**config.mk**
```make
export PLATFORM = sky130hd
export DESIGN_NAME = ssi_resolution_config
export DESIGN_NICKNAME = d
export VERILOG_FILES = /design/src/common/ssi_res_pkg.sv /design/src/design/ssi_res_store.sv /design/src/design/ssi_resolution_config.sv
export SDC_FILE = /design/constraint.sdc
export NUM_CORES = 1
export LEC_CHECK = 0
export BUFFER_PORTS_ARGS = -buffer_cell sky130_fd_sc_hd__buf_2
export CAP_MARGIN = 20
export CORE_MARGIN = 2
export CORE_UTILIZATION = 35
export CTS_CLUSTER_SIZE = 28
export DETAILED_ROUTE_END_ITERATION = 8
export PLACE_DENSITY = 0.51
export SLEW_MARGIN = 10
export SYNTH_ARGS = -nofsm -noshare
export SYNTH_HDL_FRONTEND = slang
export SYNTH_SLANG_ARGS = --single-unit
```
**constraint.sdc**
```tcl
create_clock -name i_clk -period 5.65 [get_ports i_clk]
set_clock_uncertainty 0.2 [all_clocks]
set_input_delay 0.565 -clock i_clk [delete_from_list [all_inputs] [get_ports i_clk]]
set_output_delay 0.565 -clock i_clk [all_outputs]
set_load 0.02 [all_outputs]
```
**src/common/ssi_res_pkg.sv**
```systemverilog
// Purpose: constants for the ssi resolution configuration block
// Assumes: 16-bit parameter words, word-addressed parameter port
// Notes:   none
package ssi_res_pkg;
    // ------------------------------------------------------------
    // parameter addresses
    // ------------------------------------------------------------
    localparam logic [15:0] singleturn_bit_count_addr   = 16'h5202;
    localparam logic [15:0] multiturn_bit_count_addr    = 16'h5204;
    localparam logic [15:0] linear_resolution_bits_addr = 16'h5218;
    localparam logic [15:0] linear_extra_bits_addr      = 16'h521a;
    localparam logic [15:0] encoder_select_addr         = 16'h5220;
    localparam logic [15:0] config_status_addr          = 16'h5222;
    // ------------------------------------------------------------
    // limits and defaults
    // ------------------------------------------------------------
    localparam logic [15:0] st_min      = 16'h0008;
    localparam logic [15:0] st_max      = 16'h0019;
    localparam logic [15:0] st_default  = 16'h000d;
    localparam logic [15:0] mt_min      = 16'h0000;
    localparam logic [15:0] mt_max      = 16'h0018;
    localparam logic [15:0] mt_default  = 16'h0000;
    localparam logic [15:0] lr_min      = 16'h0008;
    localparam logic [15:0] lr_max      = 16'h0020;
    localparam logic [15:0] lr_default  = 16'h0018;
    localparam logic [15:0] le_min      = 16'h0000;
    localparam logic [15:0] le_max      = 16'h0003;
    localparam logic [15:0] le_default  = 16'h0000;
    localparam logic [16:0] total_max   = 17'h00020;
    // ------------------------------------------------------------
    // encoder selection codes
    // ------------------------------------------------------------
    localparam logic [1:0]  sel_none    = 2'h0;
    localparam logic [1:0]  sel_rotary  = 2'h1;
    localparam logic [1:0]  sel_linear  = 2'h2;
    localparam logic [1:0]  sel_default = 2'h1;
    // ------------------------------------------------------------
    // memory slots
    // ------------------------------------------------------------
    localparam logic [2:0]  slot_st  = 3'h0;
    localparam logic [2:0]  slot_mt  = 3'h1;
    localparam logic [2:0]  slot_lr  = 3'h2;
    localparam logic [2:0]  slot_le  = 3'h3;
    localparam logic [2:0]  slot_sel = 3'h4;
    localparam int          slot_count = 5;
    localparam logic [2:0]  slot_last  = 3'h4;
endpackage : ssi_res_pkg

```
**src/design/ssi_res_store.sv**
```systemverilog
// Purpose: persistent store for resolution settings
// Assumes: contents survive i_rst_n (retained across power-on)
// Notes:   read data registered
`timescale 1ns/1ps
module ssi_res_store #(
    parameter int depth = 5,
    parameter int aw    = 3
) (
    // clock
    input  wire logic          i_clk,
    input  wire logic          i_ce,
    // write port
    input  wire logic          i_we,
    input  wire logic [aw-1:0] i_waddr,
    input  wire logic [15:0]   i_wdata,
    // read port
    input  wire logic [aw-1:0] i_raddr,
    output logic      [15:0]   o_rdata
);
    logic [15:0] mem_ff [depth];
    always_ff @(posedge i_clk)
    begin
        if (i_ce && i_we)
        begin
            mem_ff[i_waddr] <= i_wdata;
        end
    end
    always_ff @(posedge i_clk)
    begin
        if (i_ce)
        begin
            o_rdata <= mem_ff[i_raddr];
        end
    end
endmodule : ssi_res_store

```
**src/design/ssi_resolution_config.sv**
```systemverilog
// Purpose: holds, checks and activates ssi frame-width settings
// Assumes: i_store_valid_n low once store holds programmed values
// Notes:   active set loaded from store after each reset release
`timescale 1ns/1ps
module ssi_resolution_config (
    // clock and reset
    input  wire logic        i_clk,
    input  wire logic        i_rst_n,
    input  wire logic        i_ce,
    // parameter port
    input  wire logic        i_wr,
    input  wire logic        i_rd,
    input  wire logic [15:0] i_addr,
    input  wire logic [15:0] i_wdata,
    output logic      [15:0] o_rdata,
    output logic             o_ack,
    output logic             o_err,
    // drive state
    input  wire logic        i_power_stage_on,
    input  wire logic        i_store_valid_n,
    // active frame layout
    output logic             o_active_valid,
    output logic      [1:0]  o_active_select,
    output logic      [15:0] o_active_singleturn,
    output logic      [15:0] o_active_multiturn,
    output logic      [15:0] o_active_lin_res,
    output logic      [15:0] o_active_lin_extra,
    output logic      [5:0]  o_frame_length,
    output logic      [4:0]  o_singleturn_lsb
);
    // ------------------------------------------------------------
    // synchronised power stage pin
    // ------------------------------------------------------------
    logic ps_meta_ff;
    logic ps_sync_ff;
    always_ff @(posedge i_clk)
    begin
        if (!i_rst_n)
        begin
            ps_meta_ff <= 1'b1;
            ps_sync_ff <= 1'b1;
        end
        else if (i_ce)
        begin
            ps_meta_ff <= i_power_stage_on;
            ps_sync_ff <= ps_meta_ff;
        end
    end
    // ------------------------------------------------------------
    // pending (stored) copy, 16-bit words except the 2-bit select
    // ------------------------------------------------------------
    logic [15:0] st_ff;
    logic [15:0] mt_ff;
    logic [15:0] lr_ff;
    logic [15:0] le_ff;
    logic [1:0]  sel_ff;
    logic        refused_ff;
    logic        sum_err_ff;
    function automatic logic in_range(input logic [15:0] v, input logic [15:0] lo, input logic [15:0] hi);
        in_range = (v >= lo) && (v <= hi);
    endfunction : in_range
    function automatic logic sum_ok(input logic [15:0] a, input logic [15:0] b);
        sum_ok = ({1'b0, a} + {1'b0, b}) <= ssi_res_pkg::total_max;
    endfunction : sum_ok
    // ------------------------------------------------------------
    // write decode and checks
    // ------------------------------------------------------------
    logic       wr_ok;
    logic       wr_range;
    logic       wr_sum;
    logic       wr_known;
    logic [2:0] wr_slot;
    always_comb
    begin
        wr_range = 1'b0;
        wr_sum   = 1'b1;
        wr_known = 1'b1;
        wr_slot  = ssi_res_pkg::slot_st;
        case (i_addr)
            ssi_res_pkg::singleturn_bit_count_addr:
            begin
                wr_slot  = ssi_res_pkg::slot_st;
                wr_range = in_range(i_wdata, ssi_res_pkg::st_min, ssi_res_pkg::st_max);
                wr_sum   = sum_ok(i_wdata, mt_ff);
            end
            ssi_res_pkg::multiturn_bit_count_addr:
            begin
                wr_slot  = ssi_res_pkg::slot_mt;
                wr_range = in_range(i_wdata, ssi_res_pkg::mt_min, ssi_res_pkg::mt_max);
                wr_sum   = sum_ok(i_wdata, st_ff);
            end
            ssi_res_pkg::linear_resolution_bits_addr:
            begin
                wr_slot  = ssi_res_pkg::slot_lr;
                wr_range = in_range(i_wdata, ssi_res_pkg::lr_min, ssi_res_pkg::lr_max);
                wr_sum   = sum_ok(i_wdata, le_ff);
            end
            ssi_res_pkg::linear_extra_bits_addr:
            begin
                wr_slot  = ssi_res_pkg::slot_le;
                wr_range = in_range(i_wdata, ssi_res_pkg::le_min, ssi_res_pkg::le_max);
                wr_sum   = sum_ok(i_wdata, lr_ff);
            end
            ssi_res_pkg::encoder_select_addr:
            begin
                wr_slot  = ssi_res_pkg::slot_sel;
                wr_range = i_wdata <= 16'h0002;
            end
            default:
            begin
                wr_known = 1'b0;
            end
        endcase
    end
    assign wr_ok = i_wr && wr_known && wr_range && wr_sum && !ps_sync_ff;
    // ------------------------------------------------------------
    // boot sequence: load active set from store
    // ------------------------------------------------------------
    typedef enum logic [1:0] {boot_addr, boot_data, boot_done} boot_type;
    boot_type    boot_ff;
    logic [2:0]  boot_slot_ff;
    logic [2:0]  boot_prev_ff;
    logic [15:0] store_rdata;
    logic [2:0]  store_waddr;
    logic [15:0] store_wdata;
    logic        store_we;
    logic        fill_ff;
    always_ff @(posedge i_clk)
    begin
        if (!i_rst_n)
        begin
            boot_ff      <= boot_addr;
            boot_slot_ff <= 3'h0;
            boot_prev_ff <= 3'h0;
            fill_ff      <= 1'b0;
        end
        else if (i_ce)
        begin
            case (boot_ff)
                boot_addr:
                begin
                    fill_ff      <= i_store_valid_n;
                    boot_prev_ff <= boot_slot_ff;
                    boot_slot_ff <= boot_slot_ff + 3'h1;
                    boot_ff      <= boot_data;
                end
                boot_data:
                begin
                    boot_prev_ff <= boot_slot_ff;
                    boot_slot_ff <= boot_slot_ff + 3'h1;
                    if (boot_prev_ff == ssi_res_pkg::slot_last)
                    begin
                        boot_ff <= boot_done;
                    end
                end
                boot_done:
                begin
                    boot_ff <= boot_done;
                end
                default:
                begin
                    boot_ff <= boot_addr;
                end
            endcase
        end
    end
    // ------------------------------------------------------------
    // pending copy update, status flags
    // ------------------------------------------------------------
    logic loading;
    assign loading = (boot_ff == boot_data) && (boot_prev_ff <= ssi_res_pkg::slot_last);
    always_ff @(posedge i_clk)
    begin
        if (!i_rst_n)
        begin
            st_ff  <= ssi_res_pkg::st_default;
            mt_ff  <= ssi_res_pkg::mt_default;
            lr_ff  <= ssi_res_pkg::lr_default;
            le_ff  <= ssi_res_pkg::le_default;
            sel_ff <= ssi_res_pkg::sel_default;
        end
        else if (i_ce)
        begin
            if (loading && !fill_ff)
            begin
                case (boot_prev_ff)
                    ssi_res_pkg::slot_st:  st_ff  <= store_rdata;
                    ssi_res_pkg::slot_mt:  mt_ff  <= store_rdata;
                    ssi_res_pkg::slot_lr:  lr_ff  <= store_rdata;
                    ssi_res_pkg::slot_le:  le_ff  <= store_rdata;
                    default:               sel_ff <= store_rdata[1:0];
                endcase
            end
            else if (wr_ok && boot_ff == boot_done)
            begin
                case (wr_slot)
                    ssi_res_pkg::slot_st:  st_ff  <= i_wdata;
                    ssi_res_pkg::slot_mt:  mt_ff  <= i_wdata;
                    ssi_res_pkg::slot_lr:  lr_ff  <= i_wdata;
                    ssi_res_pkg::slot_le:  le_ff  <= i_wdata;
                    default:               sel_ff <= i_wdata[1:0];
                endcase
            end
        end
    end
    always_ff @(posedge i_clk)
    begin
        if (!i_rst_n)
        begin
            refused_ff <= 1'b0;
            sum_err_ff <= 1'b0;
        end
        else if (i_ce && i_wr && wr_known)
        begin
            refused_ff <= ps_sync_ff;
            sum_err_ff <= !wr_sum;
        end
    end
    // fill the store with defaults when it holds nothing valid
    assign store_we    = (loading && fill_ff) || (wr_ok && boot_ff == boot_done);
    assign store_waddr = loading ? boot_prev_ff : wr_slot;
    always_comb
    begin
        case (boot_prev_ff)
            ssi_res_pkg::slot_st: store_wdata = ssi_res_pkg::st_default;
            ssi_res_pkg::slot_mt: store_wdata = ssi_res_pkg::mt_default;
            ssi_res_pkg::slot_lr: store_wdata = ssi_res_pkg::lr_default;
            ssi_res_pkg::slot_le: store_wdata = ssi_res_pkg::le_default;
            default:              store_wdata = {14'h0000, ssi_res_pkg::sel_default};
        endcase
        if (!loading)
        begin
            store_wdata = i_wdata;
        end
    end
    ssi_res_store #(.depth(ssi_res_pkg::slot_count), .aw(3)) u_store (
        .i_clk   (i_clk),
        .i_ce    (i_ce),
        .i_we    (store_we),
        .i_waddr (store_waddr),
        .i_wdata (store_wdata),
        .i_raddr (boot_slot_ff),
        .o_rdata (store_rdata)
    );
    // ------------------------------------------------------------
    // active set, latched once at end of boot
    // ------------------------------------------------------------
    always_ff @(posedge i_clk)
    begin
        if (!i_rst_n)
        begin
            o_active_valid      <= 1'b0;
            o_active_select     <= ssi_res_pkg::sel_none;
            o_active_singleturn <= 16'h0000;
            o_active_multiturn  <= 16'h0000;
            o_active_lin_res    <= 16'h0000;
            o_active_lin_extra  <= 16'h0000;
            o_frame_length      <= 6'h00;
            o_singleturn_lsb    <= 5'h00;
        end
        else if (i_ce && boot_ff == boot_done && !o_active_valid)
        begin
            o_active_valid      <= 1'b1;
            o_active_select     <= sel_ff;
            o_active_singleturn <= st_ff;
            o_active_multiturn  <= mt_ff;
            o_active_lin_res    <= lr_ff;
            o_active_lin_extra  <= le_ff;
            o_singleturn_lsb    <= 5'h00;
            if (sel_ff == ssi_res_pkg::sel_rotary)
            begin
                o_frame_length <= st_ff[5:0] + mt_ff[5:0];
            end
            else if (sel_ff == ssi_res_pkg::sel_linear)
            begin
                o_frame_length <= lr_ff[5:0] + le_ff[5:0];
            end
            else
            begin
                o_frame_length <= 6'h00;
            end
        end
    end
    // ------------------------------------------------------------
    // read back and acknowledge
    // ------------------------------------------------------------
    always_ff @(posedge i_clk)
    begin
        if (!i_rst_n)
        begin
            o_rdata <= 16'h0000;
            o_ack   <= 1'b0;
            o_err   <= 1'b0;
        end
        else if (i_ce)
        begin
            o_ack <= i_rd || i_wr;
            o_err <= (i_wr && (!wr_ok || boot_ff != boot_done)) || (i_rd && !wr_known
                     && i_addr != ssi_res_pkg::config_status_addr);
            if (i_rd)
            begin
                case (i_addr)
                    ssi_res_pkg::singleturn_bit_count_addr:   o_rdata <= st_ff;
                    ssi_res_pkg::multiturn_bit_count_addr:    o_rdata <= mt_ff;
                    ssi_res_pkg::linear_resolution_bits_addr: o_rdata <= lr_ff;
                    ssi_res_pkg::linear_extra_bits_addr:      o_rdata <= le_ff;
                    ssi_res_pkg::encoder_select_addr:         o_rdata <= {14'h0000, sel_ff};
                    ssi_res_pkg::config_status_addr:
                        o_rdata <= {12'h000, o_active_valid, sum_err_ff, refused_ff, ps_sync_ff};
                    default:                                  o_rdata <= 16'h0000;
                endcase
            end
        end
    end
endmodule : ssi_resolution_config

```
==> impl_metrics.env, run 1 <==
export IMPL_status="completed"
export IMPL_route_antenna_remaining_nets=0
export IMPL_netlist_area_leader_share_pct=23.0
export IMPL_floorplan_die_height_um=210
export IMPL_timing_worst_slew_pin_value_ns=0.976
export IMPL_wire_per_inst_um=23.0
export IMPL_timing_critical_path_cells="ha_1 > a2111oi_0 > o21ai_1 > a21o_1 > a2111oi_0 > or4b_1 > or4b_1 > o32a_1 > a31oi_4 > o21ai_1 > nor3b_2 > buf_4"
export IMPL_portBuffers=129
export IMPL_regToRegEndpoint="u_store.mem_ff[2][11]"
export IMPL_top_cells_by_instance_count_after_synthesis="302 x nand2_1, 170 x dfxtp_1, 129 x a21oi_1, 96 x edfxtp_1, 81 x nor2_1"
export IMPL_synth_enable_flop_cells=96
export IMPL_worst_r2r_cell_count=12
export IMPL_worst_slack_ns=0.472
export IMPL_rsz_0062_raised_after_global_routing="false"
export IMPL_cts_inserted_buffers=29
export IMPL_nNetsFinal=1838
export IMPL_synthesis_instances=1583
export IMPL_cts_resized=0
export IMPL_fp_dieArea_um2=44000
export IMPL_cpPeakStageDelay_ns=0.57
export IMPL_syn2layout_area_growth_pct=15.9
export IMPL_finalMaxSlewViolations=0
export IMPL_area_of_combinational_cells_with_multiple_inputs_um2=8110
export IMPL_clock_tree_root_cell="clkbuf_16"
export IMPL_synthDominantAreaCellType="dfxtp_1"
export IMPL_synth_top_cells_by_area="dfxtp_1 23%, edfxtp_1 19%, nand2_1 7.7%"
export IMPL_max_freq_ghz=0.193
export IMPL_complex_gate_fraction_of_the_synthesized_area_pct=16.3
export IMPL_synthAdderAreaFrac_pct=7.48
export IMPL_cp_required_ns=5.68
export IMPL_worst_skew_pair_late_latency_ns=0.55
export IMPL_detailroute_via_count=12900
export IMPL_drt_vias_per_instance=5.66
export IMPL_yosysSeqAreaShare_pct=42.4
export IMPL_post_route_drc_count=0
export IMPL_min_delay_worst_endpoint="ps_meta_ff"
export IMPL_n_antenna_cell=0
export IMPL_drtPass1Iterations=6
export IMPL_first_global_vias=12500
export IMPL_critical_path_reg2reg_startpoint="lr_ff[4]"
export IMPL_synthMostInstantiatedCell="nand2_1"
export IMPL_worst_setup_path_start_kind="flop"
export IMPL_timing_critical_path_slowest_stage_cell="or4b_1"
export IMPL_classification_of_the_worst_setup_path="flop to flop"
export IMPL_fin_crit_sh_pct=91.6
export IMPL_critical_path_max_fanout=16
export IMPL_worst_hold_path_type="primary input to flop"
export IMPL_async_reset_ff_share_pct=0
export IMPL_power_density_nw_per_um2=262
export IMPL_cts_sink_count=266
export IMPL_count_of_unique_library_cells_instantiated_by_yosys=84
export IMPL_max_slew_margin_pct=35.0
export IMPL_n_fill_cell=4197
export IMPL_io_pin_count=135
export IMPL_antenna_found_initial=1
export IMPL_clkTransAtPathRegs_ns=0.06
export IMPL_peakVddDrop_mv=0.226
export IMPL_synth_avg_cell_area_um2=9.36
export IMPL_dr_first_iter_drc_count=1116
export IMPL_postSynth_topFlopCell="dfxtp_1"
export IMPL_gp_congestion=0.903
export IMPL_finalSetupViolations=0
export IMPL_synth_ff_latch_count=266
export IMPL_die_x_um=210
export IMPL_std_cell_rows=75
export IMPL_syn_area_um2=14800
export IMPL_timing_critical_path_to_type="flop"
export IMPL_hold_path_depth=3
export IMPL_combinational_family_with_the_most_area_after_synthesis="simple AND/OR/NAND/NOR gates"
export IMPL_grt_pass1_wl_um=77700
export IMPL_drv_max_cap_violation_count=0
export IMPL_timing_hold_violations_final=0
export IMPL_reg2reg_setup_slack_ns=0.47
export IMPL_synthSimpleGateAreaFrac_pct=18.8
export IMPL_post_cts_setup_buffer_count=0
export IMPL_period_needed_ns=5.18
export IMPL_layout_drive_gt1_share_pct=16.4
export IMPL_cellLeakagePower_nw=7.05
export IMPL_yosysWarningCount=0
export IMPL_cp_buffers_inverters=1
export IMPL_initial_utilization_pct=35.4
export IMPL_grt_max_degree=91
export IMPL_cts_tree="built"
export IMPL_overflow=0
export IMPL_dp_worst_setup_slack_ns=0.311
export IMPL_core_area_um2=41900
export IMPL_timing_critical_path_arrival_ns=5.20
export IMPL_synth_mux_area_fraction_pct=9.21
export IMPL_dp_final_hpwl_um=40000
export IMPL_cts_path_max_buffers=3
export IMPL_htree_num_levels=1
export IMPL_crit_family="compound AO/OA/AOI/OAI gates"
export IMPL_synthXorXnorAreaFrac_pct=2.48
export IMPL_drt_total_wl_um=52200
export IMPL_regArea_um2=6290
export IMPL_overall_fraction_of_global_route_tracks_in_use_pct=23.4
export IMPL_layout_core_utilization_pct=41.0
export IMPL_min_from="i_power_stage_on"
export IMPL_cts_hold_fix_buffers=0
final cells by class:
cell class,instances,share of cell area [%]
repair buffers,182,6.27
clock buffers,41,4.78
multi-input cells,1205,47.2
well taps,539,3.93
inverters,30,0.656
clock inverters,11,0.510
flip-flops and latches,266,36.6
power by group:
part           total (mW)  internal, mW  switching (mW)
Combinational       0.598         0.214           0.384
Sequential           2.08          2.04          0.0418
Clock                1.82          1.05           0.766
Total                4.50          3.30            1.19
worst reg2reg max path, stage by stage (launching register included):
cell       delay, ns
dfxtp_1         0.56
ha_1            0.41
a2111oi_0       0.49
o21ai_1         0.23
a21o_1          0.23
a2111oi_0       0.37
or4b_1          0.46
or4b_1          0.57
o32a_1          0.26
a31oi_4         0.26
o21ai_1         0.24
nor3b_2         0.27
buf_4           0.29
sequential cells by signal, summed over array words and instances, names as in the netlist, 2 cells and up:
register	flops
boot_ff	2
boot_prev_ff	3
boot_slot_ff	3
le_ff	16
lr_ff	16
mt_ff	16
o_active_lin_extra	16
o_active_lin_res	16
o_active_multiturn	16
o_active_select	2
o_active_singleturn	16
o_frame_length	6
o_rdata	16
sel_ff	2
st_ff	16
u_store.mem_ff	80
u_store.o_rdata	16
stage by stage:
step           instances  area (um2)  hold WS, ns  power (mW)  setup TNS (ns)
5_1_grt             2274       17200       0.0493        4.66               0
6_report            2274       17200       0.0307        4.50               0
3_5_place_dp        2222       16300        0.245        2.71               0
3_3_place_gp        2221       16200        0.243        2.71               0
4_1_cts             2274       17200      0.00541        4.52               0
2_1_floorplan       1587       14800        0.241        2.50           -7.22
cells by family (layout without fill, tap and decap cells):
group	count (synthesis)	count (layout)
flip-flops	266	266
adder cells (fa/ha/maj)	85	85
buffers and inverters	116	264
AO/OA/AOI/OAI	370	370
AND/OR/NAND/NOR	589	589
multiplexers	114	114
other	1	5
XOR/XNOR	42	42
per-layer routing:
metal,vias to the layer above,GRT usage [%],wire length (um)
met2,483,36.5,22900
li1,6067,-,-
met1,6196,31.9,23100
met4,0,11.3,2750
met3,117,3.44,3470
met5,-,0,0
cell usage in the layout, fill, tap and decap left out, drive strengths merged, types with 7 or more instances in the layout:
master / Yosys / layout
a2111oi: 9 / 9
a31oi: 23 / 23
mux2i: 79 / 79
mux2: 19 / 19
clkbuf: 74 / 41
nor3: 30 / 30
inv: 30 / 31
or4b: 7 / 7
xnor2: 23 / 23
nand2: 302 / 302
dfxtp: 170 / 170
buf: 12 / 182
a211oi: 9 / 9
nor3b: 10 / 10
o211ai: 10 / 10
and2: 26 / 26
nand3: 20 / 20
and3: 9 / 9
a221oi: 13 / 13
o21a: 7 / 7
o21ai: 64 / 64
nand4: 12 / 12
nor4: 19 / 19
a21oi: 129 / 129
xor2: 19 / 19
ha: 79 / 79
edfxtp: 96 / 96
a21o: 22 / 22
mux4: 16 / 16
nor2b: 18 / 18
clkinv: 0 / 7
nor2: 81 / 81
or4: 10 / 10
a22oi: 30 / 30
nand2b: 12 / 12
worst max path at each step:
stage	to	startpoint	cells after the start	slack, ns
6_report	u_store.mem_ff[2][11]	lr_ff[4]	12	0.47
5_1_grt	u_store.mem_ff[2][15]	lr_ff[4]	12	0.21
4_1_cts	u_store.mem_ff[1][10]	le_ff[14]	13	0.49
3_5_place_dp	u_store.mem_ff[1][7]	i_wdata[4]	13	0.31
3_3_place_gp	u_store.mem_ff[0][9]	i_wdata[4]	13	0.41
2_1_floorplan	u_store.mem_ff[2][0]	i_wdata[0]	12	-0.18
Power figures use the tool's default switching activity.
==> run 2, diff against run 1 <==
--- a/config.mk
+++ b/config.mk
@@ -7,6 +7,7 @@
 export LEC_CHECK = 0
 export BUFFER_PORTS_ARGS = -buffer_cell sky130_fd_sc_hd__buf_2
 export CAP_MARGIN = 20
+export CORE_ASPECT_RATIO = 1.1
 export CORE_MARGIN = 2
 export CORE_UTILIZATION = 35
 export CTS_CLUSTER_SIZE = 28
==> run 2 against run 1 <==
Critical path depth stayed put. Clock-buffer cell count unchanged. Routed wire length decreased by 1.9%. Core utilization increased by 0.20 points. Global-route usage down 0.71 points. Highest routed layer unchanged. Largest power group unchanged.
==> impl_metrics.env, run 2 (synthesized netlist as in run 1, its figures left out) <==
export IMPL_cts_hold_fix_buffers=0
export IMPL_critical_path_reg2reg_startpoint="le_ff[12]"
export IMPL_sum_of_internal_switching_and_leakage_power_mw=4.61
export IMPL_nNetsFinal=1842
export IMPL_drt_vias_per_instance=5.53
export IMPL_timing_critical_path_arrival_ns=5.05
export IMPL_reg2reg_setup_slack_ns=0.65
export IMPL_worst_setup_path_start_kind="flop"
export IMPL_design_area_um2=17300
export IMPL_rsz_0062_raised_after_global_routing="false"
export IMPL_overall_fraction_of_global_route_tracks_in_use_pct=22.7
export IMPL_io_pin_count=135
export IMPL_number_of_flip_flops_in_the_largest_register=80
export IMPL_timing_hold_violations_final=0
export IMPL_fin_crit_sh_pct=88.4
export IMPL_place_detailed_instances=2253
export IMPL_n_fill_cell=4152
export IMPL_initial_utilization_pct=35.3
export IMPL_placed_area_um2=16300
export IMPL_fin_setup_tns_ns=0
export IMPL_cellLeakagePower_nw=7.10
export IMPL_power_density_nw_per_um2=266
export IMPL_route_antenna_remaining_nets=0
export IMPL_dp_worst_setup_slack_ns=0.391
export IMPL_cts_sink_count=266
export IMPL_peakVddDrop_mv=0.213
export IMPL_period_needed_ns=5.00
export IMPL_critical_path_max_fanout=16
export IMPL_cp_required_ns=5.71
export IMPL_grt_pass1_wl_um=76200
export IMPL_drv_max_cap_violation_count=0
export IMPL_first_global_vias=12300
export IMPL_antenna_found_initial=2
export IMPL_layout_drive_gt1_share_pct=16.7
export IMPL_grt_max_degree=87
export IMPL_commonest_non_fill_non_tap_cell_in_the_layout="nand2_1"
export IMPL_post_route_drc_count=0
export IMPL_dr_first_iter_drc_count=884
export IMPL_worst_slack_ns=0.655
export IMPL_status="completed"
export IMPL_detailroute_via_count=12800
export IMPL_portBuffers=129
export IMPL_n_antenna_cell=0
export IMPL_setup_worst_path_start="le_ff[12]"
export IMPL_cts_path_max_buffers=3
export IMPL_max_freq_ghz=0.200
export IMPL_cts_resized=0
export IMPL_cts_tree="built"
export IMPL_layout_common_cells="302 x nand2_1, 170 x dfxtp_1, 129 x buf_2, 128 x a21oi_1, 96 x edfxtp_1"
export IMPL_wire_per_inst_um=22.2
export IMPL_gp_congestion=0.937
export IMPL_largest_register="u_store.mem_ff"
export IMPL_layout_core_utilization_pct=41.2
export IMPL_dp_final_hpwl_um=39200
export IMPL_overflow=0
export IMPL_finalSetupViolations=0
export IMPL_htree_num_levels=1
export IMPL_clkTransAtPathRegs_ns=0.06
export IMPL_syn2layout_area_growth_pct=16.9
export IMPL_floorplan_die_height_um=220
export IMPL_timing_critical_path_to_type="flop"
export IMPL_fp_dieArea_um2=44000
export IMPL_std_cell_rows=79
export IMPL_clock_tree_root_cell="clkbuf_16"
export IMPL_critPathCapture="u_store.mem_ff[0][1]"
export IMPL_post_layout_nonfiller_instances=2308
export IMPL_timing_worst_slew_pin_value_ns=0.956
export IMPL_post_cts_setup_buffer_count=0
export IMPL_max_slew_margin_pct=36.3
export IMPL_die_x_um=200
export IMPL_regToRegEndpoint="u_store.mem_ff[0][1]"
export IMPL_classification_of_the_worst_setup_path="flop to flop"
export IMPL_cts_inserted_buffers=29
export IMPL_finalMaxSlewViolations=0
export IMPL_core_area_um2=42000
export IMPL_worst_r2r_cell_count=12
export IMPL_hold_ws_ns=0.0340
export IMPL_worst_skew_pair_late_latency_ns=0.56
export IMPL_drt_total_wl_um=51300
export IMPL_worst_hold_path_type="primary input to flop"
export IMPL_drtPass1Iterations=5
run 2: per-layer routing:
metal  share of wire, %  up-vias  global-route usage (%)  routed length (um)
met3                5.6      105                    3.37                2860
met5                  0        -                       0                   0
met1                 42     6155                    28.5               21800
li1                   -     6094                       -                   -
met2                 48      415                    39.0               24400
met4                4.4        0                    9.53                2230
run 2: how the worst min path moves through the flow:
stage	from	to	slack, ns	cells after the start
4_1_cts	i_power_stage_on	ps_meta_ff	0.02	3
2_1_floorplan	ps_meta_ff	ps_meta_ff	0.24	2
5_1_grt	i_power_stage_on	ps_meta_ff	0.06	3
3_5_place_dp	o_active_lin_extra[8]	o_active_lin_extra[8]	0.24	2
6_report	i_power_stage_on	ps_meta_ff	0.03	3
3_3_place_gp	o_active_lin_res[10]	o_active_lin_res[10]	0.24	2
run 2: power breakdown:
group | internal [mW] | switching, mW | leakage (nW) | total, mW
sequential | 2.04 | 0.0393 | 2.25 | 2.08
combinational | 0.213 | 0.378 | 4.38 | 0.591
clock | 1.15 | 0.787 | 0.467 | 1.94
total | 3.40 | 1.20 | 7.10 | 4.61
run 2: layout make-up:
| class | count | area [um2] | share of cell area (%) |
|---|---|---|---|
| clock buffer | 41 | 821 | 4.74 |
| clock inverter | 13 | 160 | 0.925 |
| inverter | 30 | 113 | 0.650 |
| multi-input combinational | 1205 | 8110 | 46.8 |
| sequential | 266 | 6290 | 36.3 |
| tap | 567 | 709 | 4.10 |
| timing repair buffer | 186 | 1120 | 6.46 |
run 2: worst max-delay path, stage by stage, from the launching register on:
cell     delay, ns
dfxtp_1       0.41
ha_1          0.32
nor2b_1       0.17
or4_1         0.46
or4b_1        0.49
or4b_1        0.50
or4_1         0.48
nor4_1        0.24
a41oi_1       0.32
a31oi_4       0.30
o21ai_1       0.25
nor4_4        0.33
buf_12        0.20
